**config.mk**
```make
export PLATFORM = sky130hd
export DESIGN_NAME = tmr_timer8
export DESIGN_NICKNAME = d
export VERILOG_FILES = /design/src/logic/tmr_prescale.v /design/src/logic/tmr_edge.v /design/src/logic/tmr_timer8.v
export VERILOG_INCLUDE_DIRS = /design/src /design/src/logic
export SDC_FILE = /design/constraint.sdc
export NUM_CORES = 1
export LEC_CHECK = 0
export ABC_AREA = 1
export BUFFER_PORTS_ARGS = -buffer_cell sky130_fd_sc_hd__buf_2
export CORE_ASPECT_RATIO = 1.25
export CORE_MARGIN = 4
export CORE_UTILIZATION = 50
export DETAILED_ROUTE_END_ITERATION = 7
export PLACE_DENSITY = 0.76
export SYNTH_ARGS = -nofsm -noshare
export SYNTH_HDL_FRONTEND = slang
export SYNTH_SLANG_ARGS = --single-unit
export TNS_END_PERCENT = 20
```
**constraint.sdc**
```tcl
create_clock -name clk_sys -period 2.07 [get_ports clk_sys]
set_clock_uncertainty 0.1 [all_clocks]
set_input_delay 0.3105 -clock clk_sys [delete_from_list [all_inputs] [get_ports clk_sys]]
set_output_delay 0.3105 -clock clk_sys [all_outputs]
set_load 0.005 [all_outputs]
```
**src/logic/tmr_consts.vh**
```
// tmr_consts.vh: register offsets, field positions, reset values and prescale counts
// assumes: included by the timer design files; definitions only
`ifndef TMR_CONSTS_VH
`define TMR_CONSTS_VH
// mask index is not word aligned, so its byte address is four times the index
`define TMR_IDX_MASK 12'h06e
`define TMR_OFF_MASK 12'h1b8
`define TMR_OFF_CTRL 12'h070
`define TMR_OFF_COUNT 12'h074
`define TMR_OFF_COMPARE 12'h078
`define TMR_OFF_FLAGS 12'h07c
`define TMR_BIT_FORCE 7
`define TMR_BIT_MODE_HI 6
`define TMR_BIT_MODE_LO 3
`define TMR_BIT_COM_HI 5
`define TMR_BIT_COM_LO 4
`define TMR_BIT_CS_HI 2
`define TMR_BIT_CMP 1
`define TMR_BIT_OVF 0
`define TMR_RST_BYTE 8'h00
`define TMR_MAX 8'hff
`define TMR_BOTTOM 8'h00
`define TMR_MODE_NORMAL 2'h0
`define TMR_MODE_PCPWM 2'h1
`define TMR_MODE_CTC 2'h2
`define TMR_MODE_FPWM 2'h3
`define TMR_DIV_8 10'h007
`define TMR_DIV_64 10'h03f
`define TMR_DIV_256 10'h0ff
`define TMR_DIV_1024 10'h3ff
`endif

```
**src/logic/tmr_prescale.v**
```verilog
// tmr_prescale.v: free-running prescaler and clock-select enable generator
// assumes: one system clock, synchronous active-low reset, clock enable
`timescale 1ns/1ps
`default_nettype none
`include "tmr_consts.vh"
module tmr_prescale (
    // clock and reset
    input wire clk_sys,
    input wire nrst,
    input wire clk_en,
    // selection and external edges
    input wire [2:0] clock_sel,
    input wire ext_fall,
    input wire ext_rise,
    // timer clock enable
    output reg tick
);
    reg [9:0] presc;

    // free-running divider
    always @(posedge clk_sys) begin
        if (!nrst) begin
            presc <= 10'h000;
        end else if (clk_en) begin
            presc <= presc + 10'h001;
        end
    end

    // enable selection
    always @* begin
        case (clock_sel)
            3'h1: tick = clk_en;
            3'h2: tick = clk_en && ((presc & `TMR_DIV_8) == `TMR_DIV_8);
            3'h3: tick = clk_en && ((presc & `TMR_DIV_64) == `TMR_DIV_64);
            3'h4: tick = clk_en && ((presc & `TMR_DIV_256) == `TMR_DIV_256);
            3'h5: tick = clk_en && (presc == `TMR_DIV_1024);
            3'h6: tick = clk_en && ext_fall;
            3'h7: tick = clk_en && ext_rise;
            default: tick = 1'b0; // stopped
        endcase
    end
endmodule // tmr_prescale
`default_nettype wire

```
**src/logic/tmr_edge.v**
```verilog
// tmr_edge.v: two-stage synchroniser with edge detector for the count pin
// assumes: pin input read straight from the pad regardless of direction
`timescale 1ns/1ps
`default_nettype none
module tmr_edge (
    // clock and reset
    input wire clk_sys,
    input wire nrst,
    input wire clk_en,
    // pin
    input wire pin_in,
    // edge pulses
    output wire rise,
    output wire fall
);
    reg s1;
    reg s2;
    reg s3;

    // synchroniser and history
    always @(posedge clk_sys) begin
        if (!nrst) begin
            s1 <= 1'b0;
            s2 <= 1'b0;
            s3 <= 1'b0;
        end else if (clk_en) begin
            s1 <= pin_in;
            s2 <= s1;
            s3 <= s2;
        end
    end

    // one-cycle edge pulses
    assign rise = s2 & ~s3;
    assign fall = ~s2 & s3;
endmodule // tmr_edge
`default_nettype wire

```
**src/logic/tmr_timer8.v**
```verilog
// tmr_timer8.v: 8-bit timer with one compare unit, four waveform modes, apb registers
// assumes: apb master on clk_sys; port logic uses pin_out_en and compare_out_pin
//
// Chosen here: the APB register port.
`timescale 1ns/1ps
`default_nettype none
`include "tmr_consts.vh"
module tmr_timer8 (
    // clock, reset, enable
    input wire clk_sys,
    input wire nrst,
    input wire clk_en,
    // apb slave
    input wire psel,
    input wire penable,
    input wire pwrite,
    input wire [11:0] paddr,
    input wire [31:0] pwdata,
    output reg [31:0] prdata,
    output reg pready,
    output reg pslverr,
    // cpu side
    input wire global_irq_en,
    input wire cmp_vector_ack,
    input wire ovf_vector_ack,
    output reg cmp_irq,
    output reg ovf_irq,
    // pins
    input wire ext_count_pin,
    input wire pin_dir,
    input wire port_data,
    output reg compare_out_pin,
    output reg pin_out_en
);
    reg [7:0] ctrl;
    reg [7:0] count_reg;
    reg [7:0] compare_value_reg;
    reg [7:0] cmp_buf;
    reg [1:0] irq_mask_reg;
    reg compare_flag;
    reg overflow_flag;
    reg wave;
    reg count_down;
    reg block_match;
    wire ext_rise;
    wire ext_fall;
    wire tick;

    wire [1:0] waveform_mode_sel = {ctrl[`TMR_BIT_MODE_HI], ctrl[`TMR_BIT_MODE_LO]};
    wire [1:0] compare_out_mode = ctrl[`TMR_BIT_COM_HI:`TMR_BIT_COM_LO];
    wire [2:0] clock_sel = ctrl[`TMR_BIT_CS_HI:0];
    wire is_pc = (waveform_mode_sel == `TMR_MODE_PCPWM);
    wire is_fast = (waveform_mode_sel == `TMR_MODE_FPWM);
    wire is_ctc = (waveform_mode_sel == `TMR_MODE_CTC);
    wire is_pwm = is_pc | is_fast;

    // apb decode
    wire acc = psel & penable & ~pready;
    wire wr = acc & pwrite;
    wire hit_mask = (paddr == `TMR_OFF_MASK);
    wire hit_ctrl = (paddr == `TMR_OFF_CTRL);
    wire hit_count = (paddr == `TMR_OFF_COUNT);
    wire hit_cmp = (paddr == `TMR_OFF_COMPARE);
    wire hit_flags = (paddr == `TMR_OFF_FLAGS);
    wire hit_any = hit_mask | hit_ctrl | hit_count | hit_cmp | hit_flags;
    wire wr_count = wr & hit_count;
    wire wr_ctrl = wr & hit_ctrl;
    wire force_cmp = wr_ctrl & pwdata[`TMR_BIT_FORCE] & ~(pwdata[`TMR_BIT_MODE_LO]);

    // counter events
    wire match = (count_reg == cmp_buf);
    wire top_special = compare_out_mode[1] & (cmp_buf == `TMR_MAX);
    wire at_max = (count_reg == `TMR_MAX);
    wire at_bottom = (count_reg == `TMR_BOTTOM);
    wire match_ev = tick & match & ~block_match;
    wire ovf_ev = tick & (is_pc ? (at_bottom & count_down) : at_max);

    tmr_edge u_edge (
        .clk_sys(clk_sys),
        .nrst(nrst),
        .clk_en(clk_en),
        .pin_in(ext_count_pin),
        .rise(ext_rise),
        .fall(ext_fall)
    );

    tmr_prescale u_presc (
        .clk_sys(clk_sys),
        .nrst(nrst),
        .clk_en(clk_en),
        .clock_sel(clock_sel),
        .ext_fall(ext_fall),
        .ext_rise(ext_rise),
        .tick(tick)
    );

    // next count value by mode
    reg [7:0] next_count;
    reg next_down;
    always @* begin
        next_count = count_reg + 8'h01;
        next_down = count_down;
        case (waveform_mode_sel)
            `TMR_MODE_CTC: begin
                if (match) next_count = `TMR_BOTTOM;
            end
            `TMR_MODE_PCPWM: begin
                if (!count_down && at_max) begin
                    next_count = count_reg - 8'h01; // max stands for one timer clock only
                    next_down = 1'b1;
                end else if (count_down && at_bottom) begin
                    next_count = count_reg + 8'h01;
                    next_down = 1'b0;
                end else if (count_down) begin
                    next_count = count_reg - 8'h01;
                end
            end
            default: begin
                next_count = count_reg + 8'h01; // wraps max to zero
                next_down = 1'b0;
            end
        endcase
    end

    // counter, direction, match blocking
    always @(posedge clk_sys) begin
        if (!nrst) begin
            count_reg <= `TMR_RST_BYTE;
            count_down <= 1'b0;
            block_match <= 1'b0;
        end else if (clk_en) begin
            if (wr_count) begin
                count_reg <= pwdata[7:0];
                block_match <= 1'b1;
            end else if (tick) begin
                count_reg <= next_count;
                count_down <= next_down;
                block_match <= 1'b0;
            end
            if (!is_pc) count_down <= 1'b0;
        end
    end

    // compare value and its active buffer
    always @(posedge clk_sys) begin
        if (!nrst) begin
            compare_value_reg <= `TMR_RST_BYTE;
            cmp_buf <= `TMR_RST_BYTE;
        end else if (clk_en) begin
            if (wr & hit_cmp) compare_value_reg <= pwdata[7:0];
            if (!is_pwm) begin
                cmp_buf <= (wr & hit_cmp) ? pwdata[7:0] : compare_value_reg;
            end else if (tick && is_fast && at_max) begin
                cmp_buf <= compare_value_reg; // loads as count goes to bottom
            end else if (tick && is_pc && at_max && !count_down) begin
                cmp_buf <= compare_value_reg; // loads at top
            end
        end
    end

    // control and mask registers
    always @(posedge clk_sys) begin
        if (!nrst) begin
            ctrl <= `TMR_RST_BYTE;
            irq_mask_reg <= 2'h0;
        end else if (clk_en) begin
            if (wr_ctrl) ctrl <= {1'b0, pwdata[6:0]};
            if (wr & hit_mask) irq_mask_reg <= pwdata[1:0];
        end
    end

    // flags: hardware set wins over clear
    always @(posedge clk_sys) begin
        if (!nrst) begin
            compare_flag <= 1'b0;
            overflow_flag <= 1'b0;
        end else if (clk_en) begin
            if (match_ev) compare_flag <= 1'b1;
            else if ((wr & hit_flags & pwdata[`TMR_BIT_CMP]) | cmp_vector_ack) compare_flag <= 1'b0;
            if (ovf_ev) overflow_flag <= 1'b1;
            else if ((wr & hit_flags & pwdata[`TMR_BIT_OVF]) | ovf_vector_ack) overflow_flag <= 1'b0;
        end
    end

    // pwm events; a compare value at top never matches
    wire pwm_match = match & ~block_match & ~top_special;
    wire pc_top = top_special & at_max & ~count_down; // top case acts on the way up
    // the output mode written with the force strobe decides its action
    wire [1:0] force_mode = pwdata[`TMR_BIT_COM_HI:`TMR_BIT_COM_LO];
    // output mode seen by the pin from the edge the control write lands
    wire [1:0] pin_mode = wr_ctrl ? force_mode : compare_out_mode;

    // waveform generator: one action per edge, force first
    reg next_wave;
    reg [1:0] act_mode;
    reg act;
    always @* begin
        next_wave = wave;
        act_mode = compare_out_mode;
        act = 1'b0;
        if (force_cmp) begin
            act_mode = force_mode;
            act = 1'b1;
        end else if (!is_pwm) begin
            act = match_ev;
        end
        if (act) begin
            case (act_mode)
                2'h1: next_wave = ~wave;
                2'h2: next_wave = 1'b0;
                2'h3: next_wave = 1'b1;
                default: next_wave = wave;
            endcase
        end else if (is_pwm && compare_out_mode[1] && tick) begin
            if (is_fast) begin
                if (at_max) begin
                    next_wave = ~compare_out_mode[0]; // action as count goes to bottom
                end else if (pwm_match) begin
                    next_wave = compare_out_mode[0];
                end
            end else begin
                if (pc_top) begin
                    next_wave = ~compare_out_mode[0]; // same level as a down-count match
                end else if (pwm_match) begin
                    next_wave = count_down ? ~compare_out_mode[0] : compare_out_mode[0];
                end
            end
        end
    end

    always @(posedge clk_sys) begin
        if (!nrst) begin
            wave <= 1'b0;
        end else if (clk_en) begin
            wave <= next_wave;
        end
    end

    // pin mux and interrupt requests
    always @(posedge clk_sys) begin
        if (!nrst) begin
            compare_out_pin <= 1'b0;
            pin_out_en <= 1'b0;
            cmp_irq <= 1'b0;
            ovf_irq <= 1'b0;
        end else if (clk_en) begin
            compare_out_pin <= (pin_mode != 2'h0) ? next_wave : port_data;
            pin_out_en <= pin_dir;
            cmp_irq <= (compare_flag | match_ev) & irq_mask_reg[1] & global_irq_en;
            ovf_irq <= (overflow_flag | ovf_ev) & irq_mask_reg[0] & global_irq_en;
        end
    end

    // read data of the addressed register, zero on writes and unmapped reads
    wire rd_acc = acc & ~pwrite;
    reg [31:0] next_prdata;
    always @* begin
        next_prdata = 32'h0000_0000;
        if (rd_acc & hit_mask) next_prdata = {30'h0, irq_mask_reg};
        if (rd_acc & hit_ctrl) next_prdata = {24'h0, 1'b0, ctrl[6:0]};
        if (rd_acc & hit_count) next_prdata = {24'h0, count_reg};
        if (rd_acc & hit_cmp) next_prdata = {24'h0, compare_value_reg};
        if (rd_acc & hit_flags) next_prdata = {30'h0, compare_flag, overflow_flag};
    end

    // apb answer: one wait state, unmapped gives slverr
    always @(posedge clk_sys) begin
        if (!nrst) begin
            pready <= 1'b0;
            pslverr <= 1'b0;
            prdata <= 32'h0000_0000;
        end else if (clk_en) begin
            pready <= acc;
            pslverr <= acc & ~hit_any;
            prdata <= next_prdata;
        end
    end
endmodule // tmr_timer8
`default_nettype wire

```
==> Yosys cells after proc, flatten, opt, wreduce, memory -nomap -nowiden <==
Cells that the tools add are included.
{ "word_totals": {"in_bits": 56, "wordCells": 178, "reg_bits": 89, "output_inout_bits": 38} }
{ "op_classes": {"n_addsub": 3, "mux": 43, "n_eq_ne": 29, "reduce_logical": 28, "n_bitwise": 54} }
{ "ops": {"columns": ["op", "n"], "rows": [
  ["two-way mux 32 bit", 4],
  ["two-way mux 8 bit", 10],
  ["== test 12 x 7 -> 1 bit, second input constant", 4],
  ["bitwise AND 1 bit", 34],
  ["== test 8 bit, second input constant", 3],
  ["two-way mux 1 bit", 23],
  ["case mux 8 bit (2 select lines)", 1],
  ["== test 3 bit, second input constant", 5],
  ["logical AND 1 bit", 15],
  ["== test 12 x 9 -> 1 bit, second input constant", 1],
  ["AND reduction 2 bit", 6],
  ["inverter 1 bit", 11],
  ["adder 10 x 1 -> 10 bit, second input constant", 1],
  ["== test 10 bit, second input constant", 1],
  ["bitwise OR 1 bit", 9],
  ["adder 8 x 1 -> 8 bit, second input constant", 1],
  ["== test 2 bit, second input constant", 4],
  ["== test 8 bit", 1],
  ["zero test 8 bit", 1],
  ["nonzero test 2 bit", 4],
  ["subtractor 8 x 1 -> 8 bit, second input constant", 1],
  ["case mux 1 bit (7 select lines)", 1],
  ["== test 3 x 2 -> 1 bit, second input constant", 2],
  ["== test 6 bit, second input constant", 1],
  ["8 further kinds", 13]
]} }

==> Longest topological paths before layout <==
Gate-level depths: netlist of run 1.
{ "logic_depth": {"ltp_word": 11, "ltp_mapped": 17, "ltp_nobuf": 16} }

==> Modules after synthesis <==
A second synthesis of run 1 with hierarchy kept.
{ "hier_totals": {"hier_cells": 668, "area_unflattened_um2": 4416.7} }
{ "by_module_without_submodules": {"columns": ["mod", "area_each_um2", "n_inst", "cells_per_inst", "seq_area_each_um2"], "rows": [
  ["tmr_timer8", 3737.3, 1, 561, 1041.0],
  ["tmr_prescale", 549.3, 1, 86, 200.2],
  ["tmr_edge", 130.1, 1, 21, 60.1]
]} }

==> Worst setup path after synthesis of run 1 <==
Ideal clock, no wire load.
{ "synth_timing": {"path_kind": "reg-to-reg", "startpoint": "register u_presc.presc[0]", "endpoint": "register cmp_buf[6]", "stages_incl_launch_ff": 13, "required_ns": 1.890, "setup_slack_ns": 0.119, "t_arrival_ns": 1.771, "period_less_slack_ns": 1.951, "n_path_buf": 1, "cell_sequence": "dfxtp_1 ha_1 ha_1 nand2_1 nand2_1 a21oi_1 nor2_1 nand2_2 nor2_1 o21ai_2 buf_6 nor2_1 a211oi_2"} }
{ "synth_via": {"elab_chain_cells": 8, "word_cells_on_any_way": 18, "cone_classes": "5 x eq/ne; 3 x mux; 10 x reduce/logical"} }
{ "synth_lines": {"columns": ["element", "line", "rtl"], "rows": [
  ["start: declaration", "tmr_prescale.v:18", "reg [9:0] presc;"],
  ["start signal: assignment", "tmr_prescale.v:25", "presc <= presc + 10'h001;"],
  ["== test 10 bit (no source line), or another cell as far along", null, null],
  ["logical AND 1 bit (on tied branches)", null, null],
  ["case mux 1 bit (7 select lines) (*)", "tmr_prescale.v:31", "case (clock_sel)"],
  ["logical AND 1 bit (3 in a row)", "tmr_timer8.v:155", "end else if (tick && is_pc && at_max && !count_down) begin"],
  ["!= test 3 x 1 -> 1 bit (no source line)", null, null],
  ["AND reduction 2 bit (no source line)", null, null],
  ["end signal: assignment", "tmr_timer8.v:152", "cmp_buf <= (wr & hit_cmp) ? pwdata[7:0] : compare_value_reg;"],
  ["end signal: assignment", "tmr_timer8.v:154", "cmp_buf <= compare_value_reg;"],
  ["end signal: assignment", "tmr_timer8.v:156", "cmp_buf <= compare_value_reg;"],
  ["end: declaration", "tmr_timer8.v:38", "reg [7:0] cmp_buf;"]
]} }
Mark *: on every way between the ends. The rest lies on a longest branch, timed or not.
A chain may end at the register's enable or synchronous reset.

==> Worst setup path after layout of run 1 <==
{ "layout_timing": {"startpoint": "register count_reg[0]", "endpoint": "register cmp_buf[7]"} }
{ "layout_via": {"elab_chain_cells": 5, "word_cells_on_any_way": 8, "cone_classes": "2 x eq/ne; 2 x mux; 4 x reduce/logical"} }
{ "layout_lines": {"columns": ["element", "line", "rtl"], "rows": [
  ["start: declaration", "tmr_timer8.v:36", "reg [7:0] count_reg;"],
  ["start signal: assignment", "tmr_timer8.v:128", "count_reg <= `TMR_RST_BYTE;"],
  ["start signal: assignment", "tmr_timer8.v:133", "count_reg <= pwdata[7:0];"],
  ["start signal: assignment", "tmr_timer8.v:136", "count_reg <= next_count;"],
  ["== test 8 bit (no source line) (*)", null, null],
  ["logical AND 1 bit (2 in a row)", "tmr_timer8.v:155", null],
  ["!= test 3 x 1 -> 1 bit (no source line)", null, null],
  ["AND reduction 2 bit (no source line)", null, null]
]} }
Marked as above.

==> results of run 1 <==
## worst max path at each step
stage	start	to	slack, ns	depth (start not counted)
detailed placement	u_presc.presc[0]	cmp_buf[6]	-0.17	11
CTS	u_presc.presc[0]	wave	-0.05	17
global route	cmp_buf[7]	count_reg[6]	-0.11	12
floorplan	u_presc.presc[0]	cmp_buf[6]	0.12	12
finish	count_reg[0]	cmp_buf[7]	0.02	13
global placement	u_presc.presc[0]	cmp_buf[7]	-0.09	11
## logic make-up (layout without fill, tap and decap cells)
group | Yosys count | in the layout | share of synthesized area
simple gates | 273 | 273 | 0.2915
compound gates | 161 | 161 | 0.2176
buf+inv | 135 | 202 | 0.1420
flops | 65 | 65 | 0.3014
xor+xnor | 13 | 13 | 0.02637
fa+ha+maj | 7 | 7 | 0.02028
other cells | 1 | 24 | 0.0008685
## through the flow
step / power [uW] / area, um2 / util / setup slack (ns) / instances
2_1_floorplan: 1567 / 4404 / - / 0.1188 / 678
3_3_place_gp: 1638 / 4828 / 0.5794 / -0.08641 / 823
3_5_place_dp: 1653 / 4828 / 0.5794 / -0.1748 / 823
4_1_cts: 3138 / 5111 / 0.6134 / -0.05176 / 839
5_1_grt: 3271 / 5309 / 0.6371 / -0.1133 / 842
6_report: 3150 / 5309 / 0.6371 / 0.02477 / 842
## synth_stat cells (8+ instances only)
cell / number
nand2_1: 131
inv_1: 82
dfxtp_1: 65
nor2_1: 63
o21ai_0: 58
a21oi_1: 57
nand3_1: 27
buf_4: 25
o21ai_1: 13
clkbuf_1: 11
inv_2: 10
xor2_1: 10
nand4_1: 9
a211oi_2: 8
## final cells by class
| type | instances | area [um2] | share of cell area |
|---|---|---|---|
| clock buffer | 10 | 137.6 | 0.02593 |
| inverter | 92 | 345.3 | 0.06505 |
| sequential | 65 | 1311 | 0.2470 |
| tap | 97 | 121.4 | 0.02286 |
| timing repair buffer | 94 | 613.1 | 0.1155 |
| clock inverter | 6 | 137.6 | 0.02593 |
| multi-input combinational | 478 | 2643 | 0.4978 |
## metal layers
layer | GRT usage | share of wire
met1 | 0.2764 | 0.40
met2 | 0.4445 | 0.51
met3 | 0.04662 | 0.050
met4 | 0.08954 | 0.032
met5 | 0 | 0
## worst max-delay path: cells and delay by family (launching register included)
family | cells | cell delay [ns]
AOI/OAI and AO/OA | 3 | 0.60
adders and majority gates | 1 | 0.21
DFF | 1 | 0.34
and+or+nand+nor | 7 | 0.48
buffers and inverters | 2 | 0.23
## power by group
group	switching [uW]	internal [uW]
registers	26.0	1290
clock network	537	961
logic	217	121
## what timing repair did
item,CTS,global route
gates resized for setup,1,47
pin swaps,0,14
buffers inserted,0,3
cloned,0,0
setup endpoints to repair,11,21
hold buffers,0,0
==> results.py, run 1 <==
metrics = {
    "cells_and_area": {
        "drive_gt1_frac": 0.2577,
        "layout_commonest_cell": "nand2_1",
        "final_cell_mix": "nand2_1 (123), inv_1 (80), nor2_1 (58)",
        "area_growth_syn_to_layout_pct": 22.95,
        "n_antenna_cell": 0,
        "largest_register_ffs": 10,
        "regMostFlops": "u_presc.presc",
        "fill_cells": 740,
        "nets": 803,
    },
    "place": {
        "hpwlAfterDp_mm": 9.599,
        "routabilityCongestion": 0.9374,
        "portBuffers": 45,
    },
    "die": {
        "fp.dieH_um": 111.9,
        "io_pins": 94,
        "die_w_um": 91.12,
        "die-area_mm2": 0.01020,
        "start_util": 0.5182,
        "core_mm2": 0.008333,
        "rows": 37,
    },
    "grt": {
        "grt_pass1_wl_mm": 20.17,
        "grt_antenna_before_repair": 0,
        "grt_pass1_vias": 4451,
        "overflow": 0,
        "grt_max_degree": 26,
        "grt_usage": 0.2427,
    },
    "worst_setup_path": {
        "crit_type": "flip-flop to flip-flop",
        "cp.arrival_ns": 2.22,
        "cp-end-kind": "flip-flop",
        "r2r_end": "cmp_buf[7]",
        "reg2reg_depth": 13,
        "cp_data_required_time_ns": 2.24,
        "path_cells": "ha_1 -> nand2_1 -> nor2_2 -> nand2_2 -> inv_2 -> nand2_2 -> nor2_2 -> a21oi_1 -> nor2_4 -> o21ai_4 -> buf_12 -> nor2_1 -> a211oi_2",
        "rr_startpoint": "count_reg[0]",
        "start_kind": "flip-flop",
        "critPathMaxStageDelay_ns": 0.34,
        "cpMaxStageDelayCell": "dfxtp_2",
        "cp_max_fo": 15,
        "r2r_setup_slack_ns": 0.02,
    },
    "clock_network": {
        "htreeDepth": 3,
        "cts_buffers": 9,
        "clk_latency_ns": 0.35,
        "cts_tree": "built",
        "clockBufferDepth": 2,
        "cts_sinks": 65,
        "cts_root_buf": "clkbuf_8",
        "clk_pin_slew_ns": 0.08,
    },
    "yosys": {
        "avgSynthCellArea_um2": 6.592,
        "synth_edf_count": 0,
        "async_flop_share": 0,
        "ys_seq_elements": 65,
        "ys_types": 46,
        "yosysTopAreaCell": "dfxtp_1",
        "ys.flop_type": "dfxtp_1",
        "ys_seq_area_frac": 0.3014,
        "syn_area_mm2": 0.004318,
        "yosys.area.top_type_share": 0.3014,
        "yosys-top-cells-area": "dfxtp_1 (30%), nand2_1 (11%), inv_1 (7.1%)",
        "ys_warn_count": 0,
        "synth_cells": 655,
    },
    "route": {
        "drt_iter0_drc": 319,
        "drc": 0,
        "num_vias": 4625,
        "final_antenna_net_count": 0,
        "wl_per_cell_um": 15.24,
        "viasPerCell": 5.493,
        "wirelength_mm": 12.83,
        "drt_first_pass_iters": 5,
    },
    "timing": {
        "fmax_mhz": 488.9,
        "hold_violations": 0,
        "setup_viol": 0,
        "rsz0062_at_grt": "yes",
        "drv_slew": 0,
        "timing.hold.ws_ns": 0.08657,
        "post-route-period-util": 0.9880,
        "fin_crit_ns": 2.045,
        "tns_ns": 0,
    },
    "job": {
        "drv_cap": 0,
    },
    "min_path": {
        "hold_class": "primary input to flip-flop",
        "min_to": "pin_out_en",
        "min_from": "pin_dir",
        "whs_path_depth": 3,
    },
    "power": {
        "power_density_mw_per_mm2": 593.4,
        "power.leakage_uw": 0.002366,
        "worst_ir_drop_vdd_mv": 0.5370,
    },
    "outcome": {
        "status": "completed",
    },
}
No activity file was read; power rests on OpenSTA's default activity.
==> run 2, diff against run 1 <==
- CORE_UTILIZATION: 50 -> 57
- CTS_BUF_LIST: default -> sky130_fd_sc_hd__clkbuf_8
- PLACE_DENSITY: 0.76 -> 0.82
- REMOVE_ABC_BUFFERS: default -> 1
- clock period: 2.07 -> 2.1 ns (I/O delays scaled with it)
==> results.py, run 2 (synthesized netlist as in run 1, its figures left out) <==
metrics = {
    "grt": {
        "grt_antenna_before_repair": 0,
        "grt_usage": 0.2722,
        "grt_max_degree": 34,
        "grt_pass1_wl_mm": 19.73,
        "grt_pass1_vias": 4374,
        "overflow": 0,
    },
    "cells_and_area": {
        "area_growth_syn_to_layout_pct": 20.54,
        "nets": 797,
        "final_cell_mix": "nand2_1 (127), inv_1 (81), dfxtp_1 (60)",
        "layout_commonest_cell": "nand2_1",
        "largest_register_ffs": 10,
        "drive_gt1_frac": 0.2422,
        "regMostFlops": "u_presc.presc",
        "n_antenna_cell": 0,
    },
    "route": {
        "wl_per_cell_um": 14.83,
        "drt_first_pass_iters": 6,
        "viasPerCell": 5.511,
        "final_antenna_net_count": 0,
        "drt_iter0_drc": 293,
        "wirelength_mm": 12.32,
        "drc": 0,
        "num_vias": 4580,
    },
    "worst_setup_path": {
        "cp-end-kind": "flip-flop",
        "crit_type": "flip-flop to flip-flop",
        "cp_data_required_time_ns": 2.23,
        "reg2reg_depth": 15,
        "cp_max_fo": 6,
        "cp.arrival_ns": 2.16,
        "start_kind": "flip-flop",
    },
    "power": {
        "power_density_mw_per_mm2": 537.9,
        "power.leakage_uw": 0.002309,
        "worst_ir_drop_vdd_mv": 0.7852,
        "power_frac_seq": 0.462,
        "p_sw_frac": 0.2586,
        "p_comb_frac": 0.115,
        "p_int_uw": 2076,
        "power_uw": 2800,
        "switchingPower_uw": 724.1,
        "p_clk_frac": 0.423,
    },
    "die": {
        "core_mm2": 0.007357,
        "fp.dieH_um": 105.3,
        "die-area_mm2": 0.009040,
        "start_util": 0.5869,
        "rows": 35,
        "die_w_um": 85.85,
        "io_pins": 94,
    },
    "place": {
        "portBuffers": 45,
        "hpwlAfterDp_mm": 9.187,
        "place_ws_ns": -0.1692,
        "routabilityCongestion": 0.9553,
    },
    "outcome": {
        "status": "completed",
    },
    "clock_network": {
        "clk_latency_ns": 0.36,
        "cts_buffers": 9,
        "cts_root_buf": "clkbuf_8",
        "clk_pin_slew_ns": 0.07,
        "htreeDepth": 3,
        "cts-hold-fix-buffers": 0,
        "cts_sinks": 65,
        "clockBufferDepth": 2,
        "cts_tree": "built",
    },
    "timing": {
        "fmax_mhz": 491.2,
        "finalWorstSetupSlack_ns": 0.06407,
        "post-route-period-util": 0.9695,
        "drv_slew": 0,
        "setup_viol": 0,
        "rsz0062_at_grt": "yes",
        "fin_crit_ns": 2.036,
        "hold_violations": 0,
    },
    "min_path": {
        "whs_path_depth": 3,
        "hold_class": "primary input to flip-flop",
    },
    "job": {
        "drv_cap": 0,
    },
}
==> run 2: changes by cell type in the layout (fill, tap and decap cells not counted), moves of 2 or more <==
| cell | previous run | this run |
|---|---|---|
| nand2_1 | 123 | 127 |
| nand2_2 | 15 | 10 |
| dfxtp_4 | 0 | 2 |
| dfxtp_1 | 57 | 60 |
| bufinv_16 | 4 | 2 |
| clkinv_2 | 0 | 2 |
| dfxtp_2 | 8 | 3 |
| buf_4 | 46 | 41 |
==> run 2: worst max-delay path, stage by stage (launching register included) <==
cell and delay, ns:
dfxtp_2 0.36, ha_4 0.15, nand3_4 0.09, nor2_4 0.14
nand3_2 0.10, nand2_1 0.08, nand2_1 0.05, nand2_1 0.07
nand2_2 0.07, buf_6 0.15, inv_1 0.09, nand2_1 0.08
a21oi_2 0.14, nand2_1 0.09, nand2_1 0.08, a21oi_1 0.06
==> run 2: path summary, 6_finish.rpt <==
| path | start | to | slack, ns |
|---|---|---|---|
| hold reg to reg | prdata[6] | prdata[6] | 0.37 |
| setup reg to reg | u_presc.presc[1] | count_down | 0.06 |
| setup / recovery | u_presc.presc[1] | count_down | 0.06 |
| hold / removal | pin_dir | pin_out_en | 0.08 |
==> run 2: through the flow <==
stage | area (um2) | hold slack [ns] | util | std cells | setup TNS (ns)
floorplan | 4136 | 0.3044 | - | 635 | -0.03066
global placement | 4777 | 0.3491 | 0.6493 | 812 | -0.6356
detailed placement | 4777 | 0.3543 | 0.6493 | 812 | -1.685
CTS | 5050 | 0.08440 | 0.6864 | 828 | -0.0008933
global route | 5205 | 0.1045 | 0.7075 | 831 | -0.1647
finish | 5205 | 0.07539 | 0.7075 | 831 | 0
==> run 2: area by class of cell <==
type,instances,area [um2]
clock buffers,10,137.6
clock inverters,6,82.58
fillers,637,2152
inverters,92,345.3
multi-input cells,478,2648
flip-flops and latches,65,1313
well taps,92,115.1
repair buffers,88,564.3
==> run 2: power groups by stage <==
stage,Clock (uW),Combinational (uW),Sequential [uW]
floorplan,0,179,1320
global placement,0,293,1320
detailed placement,0,302,1320
CTS,1190,306,1290
global route,1240,364,1300
finish,1180,322,1290
==> run 2: timing repair <==
action | CTS | global route
endpoints found under the hold margin | 0 | 0
resized for setup | 16 | 28
setup buffers | 0 | 3
endpoints found under the setup margin | 16 | 20
pin swaps | 4 | 11
==> run 2: routing by layer <==
| metal | GRT usage | part of all wire | vias to the layer above |
|---|---|---|---|
| li1 | - | - | 2266 |
| met1 | 0.3113 | 0.40 | 2094 |
| met2 | 0.4761 | 0.50 | 179 |
| met3 | 0.04926 | 0.060 | 41 |
| met4 | 0.1391 | 0.041 | 0 |
| met5 | 0 | 0 | - |
